==> config.mk <==
export PLATFORM = sky130hd
export DESIGN_NAME = sdp_serial_bank
export DESIGN_NICKNAME = d
export VERILOG_FILES = /design/src/logic/sdp_pkg.sv /design/src/logic/sdp_pin_sync.sv /design/src/logic/sdp_serial_bank.sv
export SDC_FILE = /design/constraint.sdc
export NUM_CORES = 1
export LEC_CHECK = 0
export BUFFER_PORTS_ARGS = -buffer_cell sky130_fd_sc_hd__buf_4
export CAP_MARGIN = 15
export CELL_PAD_IN_SITES_DETAIL_PLACEMENT = 1
export CELL_PAD_IN_SITES_GLOBAL_PLACEMENT = 2
export CORE_AREA = 2 2 198 161
export DETAILED_ROUTE_END_ITERATION = 16
export DIE_AREA = 0 0 200 163
export PLACE_DENSITY_LB_ADDON = 0.1
export SLEW_MARGIN = 20
export SYNTH_ARGS = -nofsm -noshare
export SYNTH_HDL_FRONTEND = slang
export SYNTH_SLANG_ARGS = --single-unit
==> constraint.sdc <==
create_clock -name mclk_in -period 3.89 [get_ports mclk_in]
set_input_delay 0.778 -clock mclk_in [delete_from_list [all_inputs] [get_ports mclk_in]]
set_output_delay 0.778 -clock mclk_in [all_outputs]
set_load 0.005 [all_outputs]
==> src/logic/sdp_pkg.sv <==
// sdp_pkg: constants, types and register map of the serial config bank
// assumes one 125 MHz core clock; serial pins arrive asynchronously
package sdp_pkg;

    // ****************************************************************
    // serial addresses and sizes
    // ****************************************************************
    localparam int          ADDR_W            = 5;
    localparam logic [4:0]  ADDR_CW1          = 5'h00;
    localparam logic [4:0]  ADDR_CW2          = 5'h01;
    localparam logic [4:0]  ADDR_AMP          = 5'h02;
    localparam logic [4:0]  ADDR_RMP          = 5'h03;
    localparam logic [4:0]  ADDR_FTW          = 5'h04;
    localparam logic [4:0]  ADDR_POW          = 5'h05;
    localparam logic [5:0]  BITS_CW1          = 6'd32;
    localparam logic [5:0]  BITS_CW2          = 6'd24;
    localparam logic [5:0]  BITS_AMP          = 6'd16;
    localparam logic [5:0]  BITS_RMP          = 6'd8;
    localparam logic [5:0]  BITS_FTW          = 6'd32;
    localparam logic [5:0]  BITS_POW          = 6'd16;
    localparam logic [5:0]  BITS_UNMAPPED     = 6'd8;
    localparam logic [5:0]  BITS_INSTR        = 6'd8;

    // ****************************************************************
    // field positions
    // ****************************************************************
    localparam int          INSTR_RD_BIT      = 7;
    localparam int          CW1_LSB_FIRST_BIT = 8;
    localparam int          CW1_IN_ONLY_BIT   = 9;
    localparam int          CW2_MULT_LO       = 3;
    localparam int          AMP_SPEED_LO      = 14;
    localparam logic [4:0]  MULT_MIN          = 5'h04;
    localparam logic [4:0]  MULT_MAX          = 5'h14;

    // ****************************************************************
    // values after reset
    // ****************************************************************
    localparam logic [31:0] RST_CW1           = 32'h0000_0000;
    localparam logic [23:0] RST_CW2           = 24'h00_0000;
    localparam logic [15:0] RST_AMP           = 16'h0000;
    localparam logic [7:0]  RST_RMP           = 8'h00;
    localparam logic [31:0] RST_FTW           = 32'h0000_0000;
    localparam logic [15:0] RST_POW           = 16'h0000;
    // synchroniser stages: select idles high, the rest low
    localparam logic [3:0]  RST_PINS          = 4'h4;

    // ****************************************************************
    // types
    // ****************************************************************
    typedef struct packed {
        logic [31:0] cw1;
        logic [23:0] cw2;
        logic [15:0] amp;
        logic [7:0]  rmp;
        logic [31:0] ftw;
        logic [15:0] pow;
    } sdp_regs_t;

    typedef struct packed {
        logic sclk;
        logic cs_n;
        logic io_sync;
        logic sdi;
    } sdp_pins_t;

    typedef enum logic [1:0] {
        ST_IDLE  = 2'b00,
        ST_INSTR = 2'b01,
        ST_DATA  = 2'b11
    } sdp_state_t;

endpackage : sdp_pkg

==> src/logic/sdp_pin_sync.sv <==
// sdp_pin_sync: three-flop synchroniser with agreement filter per bit
// assumes inputs are asynchronous to mclk_in
`timescale 1ns/10ps
module sdp_pin_sync #(
    parameter int             W       = 4,
    parameter logic [W-1:0]   RST_VAL = '0  // idle level of each pin
) (
    input  wire logic         mclk_in,   // core clock
    input  wire logic         rst_n_in,  // async reset, low active
    input  wire logic [W-1:0] async_in,  // raw pin levels
    output logic      [W-1:0] sync_out   // filtered levels
);
    logic [W-1:0] s1_r;
    logic [W-1:0] s2_r;
    logic [W-1:0] s3_r;
    logic [W-1:0] out_r;
    logic [W-1:0] out_nxt;

    genvar g;
    generate
        for (g = 0; g < W; g++) begin : g_bit
            // change only counts once stages two and three agree
            always_comb begin
                out_nxt[g] = (s2_r[g] == s3_r[g]) ? s3_r[g] : out_r[g];
            end
            always_ff @(posedge mclk_in or negedge rst_n_in) begin
                if (!rst_n_in) begin
                    s1_r[g]  <= RST_VAL[g];
                    s2_r[g]  <= RST_VAL[g];
                    s3_r[g]  <= RST_VAL[g];
                    out_r[g] <= RST_VAL[g];
                end else begin
                    s1_r[g]  <= async_in[g];
                    s2_r[g]  <= s1_r[g];
                    s3_r[g]  <= s2_r[g];
                    out_r[g] <= out_nxt[g];
                end
            end
        end
    endgenerate

    assign sync_out = out_r;

endmodule : sdp_pin_sync

==> src/logic/sdp_serial_bank.sv <==
// sdp_serial_bank: serial control port and six configuration registers
// assumes sclk is far slower than mclk_in (at least 8 core cycles/phase)
`timescale 1ns/10ps

// Operation
// - host may read and write every register
// - both MSB-first and LSB-first transfers work
// - control_word_one bit 8 selects LSB first
// - two-wire shared pin or three-wire separate pins
// - control_word_one bit 9 makes data pin input-only
// - optional io sync and chip select inputs
// - serial addresses 00h to 05h select registers
// - ramp rate is 8 bits at 03h
// - amplitude scale low bits, speed field on top
// - multiplier 4..20 multiplies, else bypass
module sdp_serial_bank
    import sdp_pkg::*;
(
    input  wire logic       mclk_in,         // core clock 125 MHz
    input  wire logic       rst_n_in,        // async reset, low active
    input  wire logic       sclk_in,         // serial clock pin
    input  wire logic       chip_select_n_in,// chip select, low active
    input  wire logic       io_sync_in,      // high aborts the transfer
    input  wire logic       sdio_in,         // data pin, input side
    output logic            sdio_out,        // data pin, output side
    output logic            sdio_oe_out,     // data pin drive enable
    output logic            serial_data_out_pin_out, // 3-wire read data
    output sdp_regs_t       regs_out,        // register contents
    output logic            pll_bypass_out,  // multiplier bypassed
    output logic [1:0]      ramp_speed_out   // auto ramp speed field
);

    // ****************************************************************
    // pin synchronisation
    // ****************************************************************
    sdp_pins_t pin_raw;
    sdp_pins_t pin_s;
    logic [3:0] pin_vec;

    assign pin_raw = '{sclk: sclk_in, cs_n: chip_select_n_in,
                       io_sync: io_sync_in, sdi: sdio_in};

    // select resets to its idle level: no false frame after reset
    sdp_pin_sync #(.W(4), .RST_VAL(RST_PINS)) u_sync (
        .mclk_in  (mclk_in),
        .rst_n_in (rst_n_in),
        .async_in (pin_raw),
        .sync_out (pin_vec)
    );
    assign pin_s = sdp_pins_t'(pin_vec);

    // ****************************************************************
    // helpers
    // ****************************************************************
    function automatic logic [4:0] bit_idx(input logic       lsb,
                                           input logic [5:0] cnt,
                                           input logic [5:0] nbits);
        logic [5:0] t;
        t = lsb ? cnt : (nbits - 6'd1 - cnt);
        return t[4:0];
    endfunction : bit_idx

    function automatic logic [5:0] reg_bits(input logic [4:0] a);
        case (a)
            ADDR_CW1: reg_bits = BITS_CW1;
            ADDR_CW2: reg_bits = BITS_CW2;
            ADDR_AMP: reg_bits = BITS_AMP;
            ADDR_RMP: reg_bits = BITS_RMP;
            ADDR_FTW: reg_bits = BITS_FTW;
            ADDR_POW: reg_bits = BITS_POW;
            default:  reg_bits = BITS_UNMAPPED;
        endcase
    endfunction : reg_bits

    function automatic logic [31:0] read_word(input sdp_regs_t r,
                                              input logic [4:0] a);
        case (a)
            ADDR_CW1: read_word = r.cw1;
            ADDR_CW2: read_word = {8'h00, r.cw2};
            ADDR_AMP: read_word = {16'h0000, r.amp};
            ADDR_RMP: read_word = {24'h00_0000, r.rmp};
            ADDR_FTW: read_word = r.ftw;
            ADDR_POW: read_word = {16'h0000, r.pow};
            default:  read_word = 32'h0000_0000;
        endcase
    endfunction : read_word

    // ****************************************************************
    // serial engine and register file
    // ****************************************************************
    sdp_state_t  state_r,  state_nxt;
    logic [5:0]  cnt_r,    cnt_nxt;
    logic [5:0]  nbits_r,  nbits_nxt;
    logic [7:0]  instr_r,  instr_nxt;
    logic [31:0] wdat_r,   wdat_nxt;
    logic [31:0] rdat_r,   rdat_nxt;
    logic [4:0]  addr_r,   addr_nxt;
    logic        rd_r,     rd_nxt;
    logic        obit_r,   obit_nxt;
    logic        sclk_d_r;
    logic        bypass_r, bypass_nxt;
    logic [1:0]  speed_r,  speed_nxt;
    sdp_regs_t   regs_r,   regs_nxt;
    logic        rise, fall, lsb, three_wire, commit;
    logic [7:0]  instr_tmp;
    logic [31:0] wdat_tmp;
    logic [4:0]  mult;
    logic [4:0]  ibit;

    assign rise       = pin_s.sclk & ~sclk_d_r;
    assign fall       = ~pin_s.sclk & sclk_d_r;
    assign lsb        = regs_r.cw1[CW1_LSB_FIRST_BIT];
    assign three_wire = regs_r.cw1[CW1_IN_ONLY_BIT];

    always_comb begin
        state_nxt = state_r;
        cnt_nxt   = cnt_r;
        nbits_nxt = nbits_r;
        instr_nxt = instr_r;
        wdat_nxt  = wdat_r;
        rdat_nxt  = rdat_r;
        addr_nxt  = addr_r;
        rd_nxt    = rd_r;
        obit_nxt  = obit_r;
        regs_nxt  = regs_r;
        commit    = 1'b0;
        instr_tmp = instr_r;
        wdat_tmp  = wdat_r;
        ibit      = bit_idx(lsb, cnt_r, BITS_INSTR);
        // either optional pin ends a transfer; both may be tied off
        if (pin_s.cs_n || pin_s.io_sync) begin
            state_nxt = ST_IDLE;
            cnt_nxt   = 6'd0;
            obit_nxt  = 1'b0;
        end else begin
            case (state_r)
                ST_IDLE: begin
                    state_nxt = ST_INSTR;
                    cnt_nxt   = 6'd0;
                end
                ST_INSTR: begin
                    if (rise) begin
                        instr_tmp[ibit[2:0]] = pin_s.sdi;
                        instr_nxt = instr_tmp;
                        if (cnt_r == BITS_INSTR - 6'd1) begin
                            addr_nxt  = instr_tmp[4:0];
                            rd_nxt    = instr_tmp[INSTR_RD_BIT];
                            nbits_nxt = reg_bits(instr_tmp[4:0]);
                            rdat_nxt  = read_word(regs_r,
                                                  instr_tmp[4:0]);
                            wdat_nxt  = 32'h0000_0000;
                            cnt_nxt   = 6'd0;
                            state_nxt = ST_DATA;
                        end else begin
                            cnt_nxt = cnt_r + 6'd1;
                        end
                    end
                end
                ST_DATA: begin
                    if (rise) begin
                        if (!rd_r) begin
                            wdat_tmp[bit_idx(lsb, cnt_r, nbits_r)]
                                = pin_s.sdi;
                            wdat_nxt = wdat_tmp;
                        end
                        if (cnt_r == nbits_r - 6'd1) begin
                            commit    = ~rd_r;
                            cnt_nxt   = 6'd0;
                            state_nxt = ST_INSTR;
                        end else begin
                            cnt_nxt = cnt_r + 6'd1;
                        end
                    end else if (fall && rd_r) begin
                        // read bit launched on falling edge
                        obit_nxt = rdat_r[bit_idx(lsb, cnt_r, nbits_r)];
                    end
                end
                default: state_nxt = ST_IDLE;
            endcase
        end
        if (commit) begin
            case (addr_r)
                ADDR_CW1: regs_nxt.cw1 = wdat_tmp;
                ADDR_CW2: regs_nxt.cw2 = wdat_tmp[23:0];
                ADDR_AMP: regs_nxt.amp = wdat_tmp[15:0];
                ADDR_RMP: regs_nxt.rmp = wdat_tmp[7:0];
                ADDR_FTW: regs_nxt.ftw = wdat_tmp;
                ADDR_POW: regs_nxt.pow = wdat_tmp[15:0];
                default:  regs_nxt = regs_r;
            endcase
        end
        mult       = regs_r.cw2[CW2_MULT_LO +: 5];
        bypass_nxt = (mult < MULT_MIN) || (mult > MULT_MAX);
        speed_nxt  = regs_r.amp[AMP_SPEED_LO +: 2];
    end

    always_ff @(posedge mclk_in or negedge rst_n_in) begin
        if (!rst_n_in) begin
            state_r  <= ST_IDLE;
            cnt_r    <= 6'd0;
            nbits_r  <= BITS_UNMAPPED;
            instr_r  <= 8'h00;
            wdat_r   <= 32'h0000_0000;
            rdat_r   <= 32'h0000_0000;
            addr_r   <= 5'h00;
            rd_r     <= 1'b0;
            obit_r   <= 1'b0;
            sclk_d_r <= 1'b0;
            bypass_r <= 1'b1;
            speed_r  <= 2'b00;
            regs_r   <= '{cw1: RST_CW1, cw2: RST_CW2, amp: RST_AMP,
                          rmp: RST_RMP, ftw: RST_FTW, pow: RST_POW};
        end else begin
            state_r  <= state_nxt;
            cnt_r    <= cnt_nxt;
            nbits_r  <= nbits_nxt;
            instr_r  <= instr_nxt;
            wdat_r   <= wdat_nxt;
            rdat_r   <= rdat_nxt;
            addr_r   <= addr_nxt;
            rd_r     <= rd_nxt;
            obit_r   <= obit_nxt;
            sclk_d_r <= pin_s.sclk;
            bypass_r <= bypass_nxt;
            speed_r  <= speed_nxt;
            regs_r   <= regs_nxt;
        end
    end

    // ****************************************************************
    // outputs
    // ****************************************************************
    // shared pin only turned round in two-wire mode during a read
    assign sdio_oe_out = (state_r == ST_DATA) && rd_r
                         && !three_wire;
    assign sdio_out    = obit_r;
    assign serial_data_out_pin_out = three_wire ? obit_r : 1'b0;
    assign regs_out       = regs_r;
    assign pll_bypass_out = bypass_r;
    assign ramp_speed_out = speed_r;

    // ****************************************************************
    // checks
    // ****************************************************************
    AST_OE_ONLY_READ: assert property (@(posedge mclk_in)
        disable iff (!rst_n_in)
        sdio_oe_out |-> (state_r == ST_DATA) && rd_r && !three_wire)
        else $error("data pin driven outside a two-wire read");

    AST_THREE_WIRE_QUIET: assert property (@(posedge mclk_in)
        disable iff (!rst_n_in)
        three_wire |-> !sdio_oe_out)
        else $error("data pin driven in three-wire mode");

    AST_FTW_WRITE: assert property (@(posedge mclk_in)
        disable iff (!rst_n_in)
        commit && addr_r == ADDR_FTW |=> regs_r.ftw == $past(wdat_tmp))
        else $error("tuning word not written");

    AST_ONLY_ADDRESSED: assert property (@(posedge mclk_in)
        disable iff (!rst_n_in)
        commit && addr_r != ADDR_FTW |=> $stable(regs_r.ftw))
        else $error("write touched another register");

    AST_RMP_WIDTH: assert property (@(posedge mclk_in)
        disable iff (!rst_n_in)
        state_r == ST_DATA && addr_r == ADDR_RMP |-> nbits_r == BITS_RMP)
        else $error("ramp rate transfer not eight bits");

    AST_BYPASS: assert property (@(posedge mclk_in)
        disable iff (!rst_n_in)
        ($past(regs_r.cw2[7:3]) > MULT_MAX
         || $past(regs_r.cw2[7:3]) < MULT_MIN) |-> pll_bypass_out)
        else $error("multiplier not bypassed");

    AST_SPEED: assert property (@(posedge mclk_in)
        disable iff (!rst_n_in)
        ramp_speed_out == $past(regs_r.amp[AMP_SPEED_LO +: 2]))
        else $error("ramp speed field mismatch");

    AST_LSB_FIRST: assert property (@(posedge mclk_in)
        disable iff (!rst_n_in)
        state_r == ST_INSTR && rise && cnt_r == 6'd0 && lsb
        && !pin_s.cs_n && !pin_s.io_sync |=> instr_r[0] == $past(pin_s.sdi))
        else $error("first bit not placed at bit zero");

    AST_ABORT: assert property (@(posedge mclk_in)
        disable iff (!rst_n_in)
        pin_s.cs_n |=> state_r == ST_IDLE && !sdio_oe_out)
        else $error("transfer continued with select high");

endmodule : sdp_serial_bank

**Word level (Yosys, flattened, before mapping)**

Index checks and enable logic that the tools add are counted.

- Word-level logic and storage cells: 144
- Output and inout bits: 134
- Register bits after elaboration: 241

- Reduce and logical (&&, ||, !) cells: 29
- Eq/ne operators: 25
- $add $sub $neg: 4
- Muxes and demuxes: 40
- $lt $le $gt $ge: 6
- Bitwise operators: 6

Operator list:

| operator | count |
|---|---|
| $mux 32 | 6 |
| $pmux 32 s6 | 1 |
| $pmux 32 s2 | 1 |
| $pmux 6 s3 | 2 |
| $bwmux 32 | 1 |
| $mux 6 | 5 |
| $eq 5x2->1 const B | 4 |
| $eq 5x3->1 const B | 4 |
| $mux 1 | 12 |
| $ne 3x3->1 const B | 4 |
| $reduce_and 2->1 | 6 |
| $reduce_and 4->1 | 3 |
| $eq 5x1->1 const B | 2 |
| $logic_not 5->1 | 2 |
| $mux 2 | 5 |
| $reduce_and 3->1 | 3 |
| $bwmux 8 | 1 |
| $add 6x1->6 const B | 1 |
| $eq 6x3->1 const B | 1 |
| $eq 6x6->1 | 1 |
| $lt 5x6->1 const B | 1 |
| $pmux 2 s3 | 1 |
| $reduce_bool 2->1 | 3 |
| $sub 6x1->6 const B | 1 |
| other kinds (25) | 39 |

**Logic depth before layout (Yosys ltp)**

Gate-level depths: netlist (run 1).

- Depth in word-level cells: 12
- Depth in mapped cells: 11

**By module**

Synthesis (run 1) repeated with hierarchy kept, for this count alone.

- Cell total of the unflattened synthesis: 1151
- Area, all modules: 11631.2 µm²

Modules (own cells, without submodules):

| module | cells an instance | instances | area an instance (µm²) | sequential area each (µm²) |
|---|---|---|---|---|
| sdp_serial_bank | 1131 | 1 | 11180.7 | 5507.8 |
| sdp_pin_sync | 20 | 1 | 450.4 | 405.4 |

**Least setup slack after synthesis (run 1)**

No wires, ideal clock.

- Path kind: flip-flop to flip-flop
- Start: reg cnt_r[3]
- End: reg regs_r (netlist bit regs_out[101])
- Setup slack: 1163 ps
- Arrival time: 2590 ps
- Stages on the path, launching flop included: 11
- Required time: 3752 ps
- Library setup time: 138 ps
- Period minus slack after synthesis: 2727 ps
- Path buffers: 2
- Path through: dfrtp_1 -> clkbuf_1 -> inv_1 -> ha_1 -> o21a_1 -> o31a_1 -> or3_1 -> clkbuf_1 -> nor2_1 -> mux2i_1 -> o21ai_0

- Word-level cells in the longest chain between the ends: 11

Ends and longest elaborated chain:

| element | line | source |
|---|---|---|
| start, declared | sdp_serial_bank.sv:92 | `logic [5:0] cnt_r, cnt_nxt;` |
| start signal, assigned | sdp_serial_bank.sv:215 | `cnt_r <= cnt_nxt;` |
| $sub 5x5->5 | sdp_serial_bank.sv:59 | `t = lsb ? cnt : (nbits - 6'd1 - cnt);` |
| $mux 5 | sdp_serial_bank.sv:59 |  |
| $lt 5x6->1 (not written as such) / $ge 5x1->1 (equally long branches) | sdp_serial_bank.sv:162 | `wdat_tmp[bit_idx(lsb, cnt_r, nbits_r)]` |
| $logic_and 1x1->1 (not written as such) | sdp_serial_bank.sv:162 |  |
| $mux 1 (not written as such) | sdp_serial_bank.sv:162 |  |
| $demux 1 s5 | sdp_serial_bank.sv:162 |  |
| $bwmux 32 | sdp_serial_bank.sv:162 |  |
| $mux 32 (2 in series) | - |  |
| $mux 32 | sdp_serial_bank.sv:136 | `case (state_r)` |
| $mux 32 | sdp_serial_bank.sv:131 | `if (pin_s.cs_n \|\| pin_s.io_sync) begin` |
| end signal, assigned | sdp_serial_bank.sv:211 | `regs_r <= '{cw1: RST_CW1, cw2: RST_CW2, amp: RST_AMP,` |
| end signal, assigned | sdp_serial_bank.sv:226 | `regs_r <= regs_nxt;` |
| end, declared | sdp_serial_bank.sv:103 | `sdp_regs_t regs_r, regs_nxt;` |

Several ways; a longest one is shown, not always the timed one.
A chain may end at the register's enable or synchronous reset.

**Worst setup path after layout (run 1)**

- Start: reg cnt_r[3]
- End: reg regs_r (netlist bit regs_out[77])

Same word-level chain as after synthesis.

==> results.sh, run 1 <==
export IMPL_grt_pass1_vias=9465
export IMPL_ioPinCount=140
export IMPL_r2r_start="cnt_r[3]"
export IMPL_cts_resized=0
export IMPL_yosys_cell_types_count=65
export IMPL_yosys_warnings=0
export IMPL_synth_edf_count=0
export IMPL_async_flop_share_pct=100
export IMPL_synthAdderAreaFrac_pct=0.691
export IMPL_grt_met3_usage_pct=3.11
export IMPL_p_leak_nw=6.08
export IMPL_min_period_ps=3390
export IMPL_power_density_nw_per_um2=397
export IMPL_cp_start_kind="flop"
export IMPL_synth_top_family_by_area="compound AO/OA/AOI/OAI gates"
export IMPL_hp_class="input pin to asynchronous set/reset pin"
export IMPL_cts_setup_buffers=0
export IMPL_synthXorXnorAreaFrac_pct=0.434
export IMPL_synthMuxAreaShare_pct=11.4
export IMPL_rsz0062_at_grt="false"
export IMPL_dieArea_um2=32600
export IMPL_drc_errors=0
export IMPL_root_buffer="clkbuf_16"
export IMPL_yosys_top_cells_area="dfrtp_1, o21ai_0, nand2_1"
export IMPL_top_usage_layer="met2"
export IMPL_clock_latency_ps=560
export IMPL_layout_common_cells="dfrtp_1, o21ai_0, nand2_1, buf_4, mux2i_1"
export IMPL_synth_compound_area_share_pct=18.2
export IMPL_max_freq_ghz=0.295
export IMPL_ff2ff_path_depth=8
export IMPL_port_buffers=139
export IMPL_antenna_found_initial=0
export IMPL_synth_simple_area_share_pct=13.2
export IMPL_critPathMaxFanout=8
export IMPL_synth_area_leader_cell="dfrtp_1"
export IMPL_drive_above_1_share_pct=22.3
export IMPL_synthFlopType="dfrtp_1"
export IMPL_path_class="flop to flop"
export IMPL_fin_cells=1693
export IMPL_fin_crit_sh_pct=87.2
export IMPL_drv_cap=0
export IMPL_yosys_area_top_type_share_pct=51.2
export IMPL_wl_per_cell_um=22.7
export IMPL_slew_violations=0
export IMPL_dieWidth_um=200
export IMPL_dp_cells=1643
export IMPL_holdBufCountCts=0
export IMPL_tns_ps=0
export IMPL_clk_pin_slew_ps=60
export IMPL_postSynthCellCount=1123
export IMPL_grt_met1_usage_pct=35.7
export IMPL_r2r_end="regs_out[77]"
export IMPL_dpl_hpwl_um=26300
export IMPL_hold_viol_final=0
export IMPL_cts_buffers=27
export IMPL_overflow=0
export IMPL_grt_util_met2_pct=37.5
export IMPL_cts_buffer_depth=3
export IMPL_grt_pass1_wl_um=59600
export IMPL_synth_seq_cells=236
export IMPL_crit_path_end_kind="flop"
export IMPL_status="finished, final reports clean"
export IMPL_regToRegSetupSlack_ps=500
export IMPL_syn_num_nets=1132
export IMPL_htreeDepth=1
export IMPL_drt_iter0_markers=574
export IMPL_cts_tree="built"
export IMPL_rows=58
export IMPL_drt_total_wl_um=38400
export IMPL_nNetsFinal=1261
export IMPL_vias=9221
export IMPL_worstPathArrival_ps=3770
export IMPL_start_util_pct=36.4
export IMPL_n_antenna_cell=0
export IMPL_fin_skew_ps=30.3
export IMPL_setup_viol=0
export IMPL_ir_drop_mv=0.313
export IMPL_gp_congestion=0.822
export IMPL_grt_use_total_pct=24.1
export IMPL_yosysSeqAreaShare_pct=52.6
export IMPL_ant_nets=0
export IMPL_fp_dieH_um=163
export IMPL_final_common_cell="dfrtp_1"
export IMPL_max_slew_worst_pin_slew_ps=829
export IMPL_viasPerCell=5.45
export IMPL_first_pass_iters=5
export IMPL_syn_area_um2=11200
export IMPL_core_um2=30800
export IMPL_slew_headroom_pct=43.1
export IMPL_cts_sinks=236
export IMPL_syn_to_final_growth_pct=22.5
export IMPL_avgSynthCellArea_um2=10.0
export IMPL_grt_max_degree=100
export IMPL_crit_required_ps=4270
-- layout make-up --
cell class                 count  area (um^2)
inverter                       5         18.8
fill                        3455        17100
timing repair buffer         180         1400
sequential                   236         5910
tap                          420          526
clock buffer                  35          716
clock inverter                15          262
multi-input combinational    802         4930
-- worst max-delay path by stage --
stage / startpoint / endpoint / slack, ps / cells past startpoint
2_1_floorplan: cnt_r[3] / regs_out[101] / 1160 / 10
3_3_place_gp: cnt_r[3] / regs_out[21] / 530 / 8
4_1_cts: cnt_r[3] / regs_out[77] / 500 / 8
3_5_place_dp: cnt_r[3] / regs_out[77] / 490 / 8
6_report: cnt_r[3] / regs_out[77] / 500 / 8
5_1_grt: cnt_r[3] / regs_out[5] / 180 / 8
-- worst max-delay path: stages (launching register included) --
cell     delay [ps]
dfrtp_1         490
inv_1           130
ha_1            390
o21a_1          250
nor4_1          620
or3_1           380
nor2_1          100
mux2i_1         660
o21ai_0         200
-- through the flow --
stage / instance area [um^2] / utilization (%) / setup slack, ps / hold WS [ps] / total power, mW
6_report: 13800 / 44.6 / 498 / 287 / 5.46
5_1_grt: 13800 / 44.6 / 181 / 304 / 5.63
4_1_cts: 13800 / 44.6 / 498 / 294 / 5.53
3_5_place_dp: 12800 / 41.5 / 488 / 336 / 2.66
3_3_place_gp: 12800 / 41.5 / 527 / 332 / 2.66
2_1_floorplan: 11200 / - / 1160 / 331 / 2.57
-- per-layer routing --
layer	part of all wire, %	vias up
met3	3.6	55
met1	49	4717
met2	45	173
met4	2.2	0
met5	0	-
li1	-	4276
-- sequential cells by signal, summed over array words and instances, names as in the netlist --
signal	flops
regs_out	128
rdat_r	32
wdat_r	32
cnt_r	6
instr_r	6
addr_r	5
u_sync.s1_r	4
u_sync.s2_r	4
u_sync.s3_r	4
u_sync.sync_out	4
nbits_r	3
ramp_speed_out	2
state_r	2
pll_bypass_out	1
rd_r	1
sclk_d_r	1
sdio_out	1
-- logic make-up after synthesis --
family,Yosys count
buffers and inverters,85
XOR/XNOR,4
multiplexers,102
AO/OA/AOI/OAI,363
adder cells (fa/ha/maj),7
flip-flops,236
AND/OR/NAND/NOR,326
-- synthesized netlist by cell type (3+ instances only) --
master and count:
inv_1 5, ha_1 3, or3_1 5, nand3b_1 4
mux4_2 18, o221ai_1 6, buf_4 4, nand4_1 4
a22o_1 5, dfstp_2 6, a22oi_1 20, o21a_1 4
xor2_1 3, nor2b_1 5, o21ai_0 195, a32oi_1 9
nor3_1 4, a21o_1 6, dfrtp_1 230, nand2_1 183
a31oi_1 10, buf_6 5, a21oi_1 45, nor4b_1 3
o21ai_1 48, mux2i_1 57, nand3_1 26, buf_2 17
and3_1 12, clkbuf_1 48, mux2_2 24, buf_1 6
and2_1 3, nor2_1 53, maj3_1 4, o31ai_1 3
-- power by group --
group          total [mW]  switching, mW  internal [mW]
clock network        2.85           1.08           1.77
logic               0.118         0.0881         0.0298
registers            2.49         0.0176           2.47
total                5.46           1.19           4.27
No activity file was read; power rests on OpenSTA's default activity.
==> run 2, diff against run 1 <==
--- a/config.mk
+++ b/config.mk
@@ -10,9 +10,10 @@
 export CELL_PAD_IN_SITES_DETAIL_PLACEMENT = 1
 export CELL_PAD_IN_SITES_GLOBAL_PLACEMENT = 2
 export CORE_AREA = 2 2 198 161
+export CTS_CLUSTER_DIAMETER = 50
 export DETAILED_ROUTE_END_ITERATION = 16
 export DIE_AREA = 0 0 200 163
-export PLACE_DENSITY_LB_ADDON = 0.1
+export PLACE_DENSITY = 0.76
 export SLEW_MARGIN = 20
 export SYNTH_ARGS = -nofsm -noshare
 export SYNTH_HDL_FRONTEND = slang
==> run 2 against run 1 <==
Effect of this change: cell count rose by 0.35%; clock power rose by 7%; via count increased by 1.4%; clock skew shrank 8.6 ps; flip-flop and latch count is the same; setup slack worse by 83 ps; first-iteration DRC count down 21%; critical path depth down 1; power is 3.4% higher; largest cell class unchanged.
==> results.sh, run 2 (same netlist as run 1, synthesis figures left out) <==
export IMPL_wl_per_cell_um=21.8
export IMPL_fin_crit_sh_pct=89.3
export IMPL_max_slew_worst_pin_slew_ps=860
export IMPL_cp_num_buf_inv=1
export IMPL_overflow=0
export IMPL_cts_buffers=31
export IMPL_slew_headroom_pct=42.3
export IMPL_root_buffer="clkbuf_16"
export IMPL_min_period_ps=3470
export IMPL_ioPinCount=140
export IMPL_cts_setup_buffers=0
export IMPL_ir_drop_mv=0.312
export IMPL_cp_top_family="simple AND/OR/NAND/NOR gates"
export IMPL_critPathMaxFanout=16
export IMPL_path_class="flop to flop"
export IMPL_ant_nets=0
export IMPL_holdBufCountCts=0
export IMPL_dieWidth_um=200
export IMPL_max_freq_ghz=0.288
export IMPL_clk_pin_slew_ps=60
export IMPL_slew_violations=0
export IMPL_fin_skew_ps=21.7
export IMPL_fp_dieH_um=163
export IMPL_core_um2=30800
export IMPL_grt_pass1_wl_um=58400
export IMPL_grt_pass1_vias=9561
export IMPL_rsz0062_at_grt="false"
export IMPL_crit_path_end_kind="flop"
export IMPL_drive_above_1_share_pct=22.8
export IMPL_n_antenna_cell=0
export IMPL_rows=58
export IMPL_clock_latency_ps=570
export IMPL_tns_ps=0
export IMPL_grt_max_degree=71
export IMPL_gp_congestion=0.833
export IMPL_cts_resized=0
export IMPL_largest_reg_flops=128
export IMPL_cp_slowest_stage_delay_ps=620
export IMPL_power_density_nw_per_um2=407
export IMPL_cts_tree="built"
export IMPL_setup_viol=0
export IMPL_drt_total_wl_um=37100
export IMPL_antenna_found_initial=0
export IMPL_drv_cap=0
export IMPL_drc_errors=0
export IMPL_status="finished, final reports clean"
export IMPL_port_buffers=139
export IMPL_first_pass_iters=5
export IMPL_drt_iter0_markers=451
export IMPL_critical_path_cell_chain="buf_4 > or3b_1 > a21oi_2 > nand2_1 > nor2_1 > mux2i_1 > o21ai_0"
export IMPL_layout_common_cells="dfrtp_1, o21ai_0, nand2_1, buf_4, mux2i_1"
export IMPL_p_leak_nw=6.12
export IMPL_cp_start_kind="flop"
export IMPL_final_common_cell="dfrtp_1"
export IMPL_cts_buffer_depth=3
export IMPL_syn_to_final_growth_pct=23.4
export IMPL_cts_sinks=236
export IMPL_viasPerCell=5.50
export IMPL_nNetsFinal=1266
export IMPL_htreeDepth=1
export IMPL_hp_class="input pin to asynchronous set/reset pin"
export IMPL_regToRegSetupSlack_ps=420
export IMPL_crit_required_ps=4290
export IMPL_nFillCells=3445
export IMPL_dieArea_um2=32600
export IMPL_hold_viol_final=0
export IMPL_start_util_pct=36.4
export IMPL_dpl_hpwl_um=25600
export IMPL_worstPathArrival_ps=3880
export IMPL_place_area_um2=12800
export IMPL_cpMaxStageDelayCell="dfrtp_1"
export IMPL_grt_use_total_pct=23.4
export IMPL_final_cell_area_um2=13900
export IMPL_vias=9350
==> run 2: cell types whose count changed in the layout (fill, tap and decap cells not counted), moves of 3 or more <==
cell        change
clkbuf_16       +4
clkinvlp_4      +4
buf_4           +3
clkinv_2        -3
==> run 2: where the power goes <==
part           total, mW  switching, mW  internal (mW)
combinational      0.111         0.0858         0.0257
clock               3.04           1.14           1.91
sequential          2.49         0.0170           2.47
total               5.65           1.24           4.41
==> run 2: final timing paths <==
| kind | start | endpoint | cells past startpoint |
|---|---|---|---|
| max reg2reg | regs_out[104] | regs_out[101] | 7 |
| min | rst_n_in | u_sync.s2_r[3] | 1 |
| max | regs_out[104] | regs_out[101] | 7 |
| min reg2reg | u_sync.s1_r[1] | u_sync.s2_r[1] | 0 |
| max in group asynchronous | rst_n_in | regs_out[107] | 2 |
| min in group mclk_in | sdio_in | u_sync.s1_r[0] | 1 |
==> run 2: layout make-up <==
cell class	count	area [um^2]	area share, %
multi-input cells	802	4930	35.6
inverters	5	18.8	0.135
clock inverters	17	269	1.94
well taps	420	526	3.79
flip-flops and latches	236	5910	42.7
repair buffers	181	1380	9.95
clock buffers	38	822	5.93
==> run 2: layer usage <==
metal	routed length [um]	GRT usage, %	up-vias
li1	-	-	4302
met1	18300	35.1	4807
met2	16600	35.8	201
met3	1690	4.04	40
met4	538	4.34	0
met5	0	0	-
==> run 2: metrics by stage <==
stage / power (mW) / std cells / hold slack (ps) / setup WS (ps) / util [%]
final: 5.65 / 1699 / 130 / 415 / 44.9
after global routing: 5.85 / 1699 / 131 / 279 / 44.9
after CTS: 5.72 / 1699 / 115 / 443 / 44.9
after detailed placement: 2.65 / 1644 / 340 / 491 / 41.4
after global placement: 2.65 / 1644 / 347 / 519 / 41.4
after floorplan: 2.57 / 1123 / 331 / 1160 / -
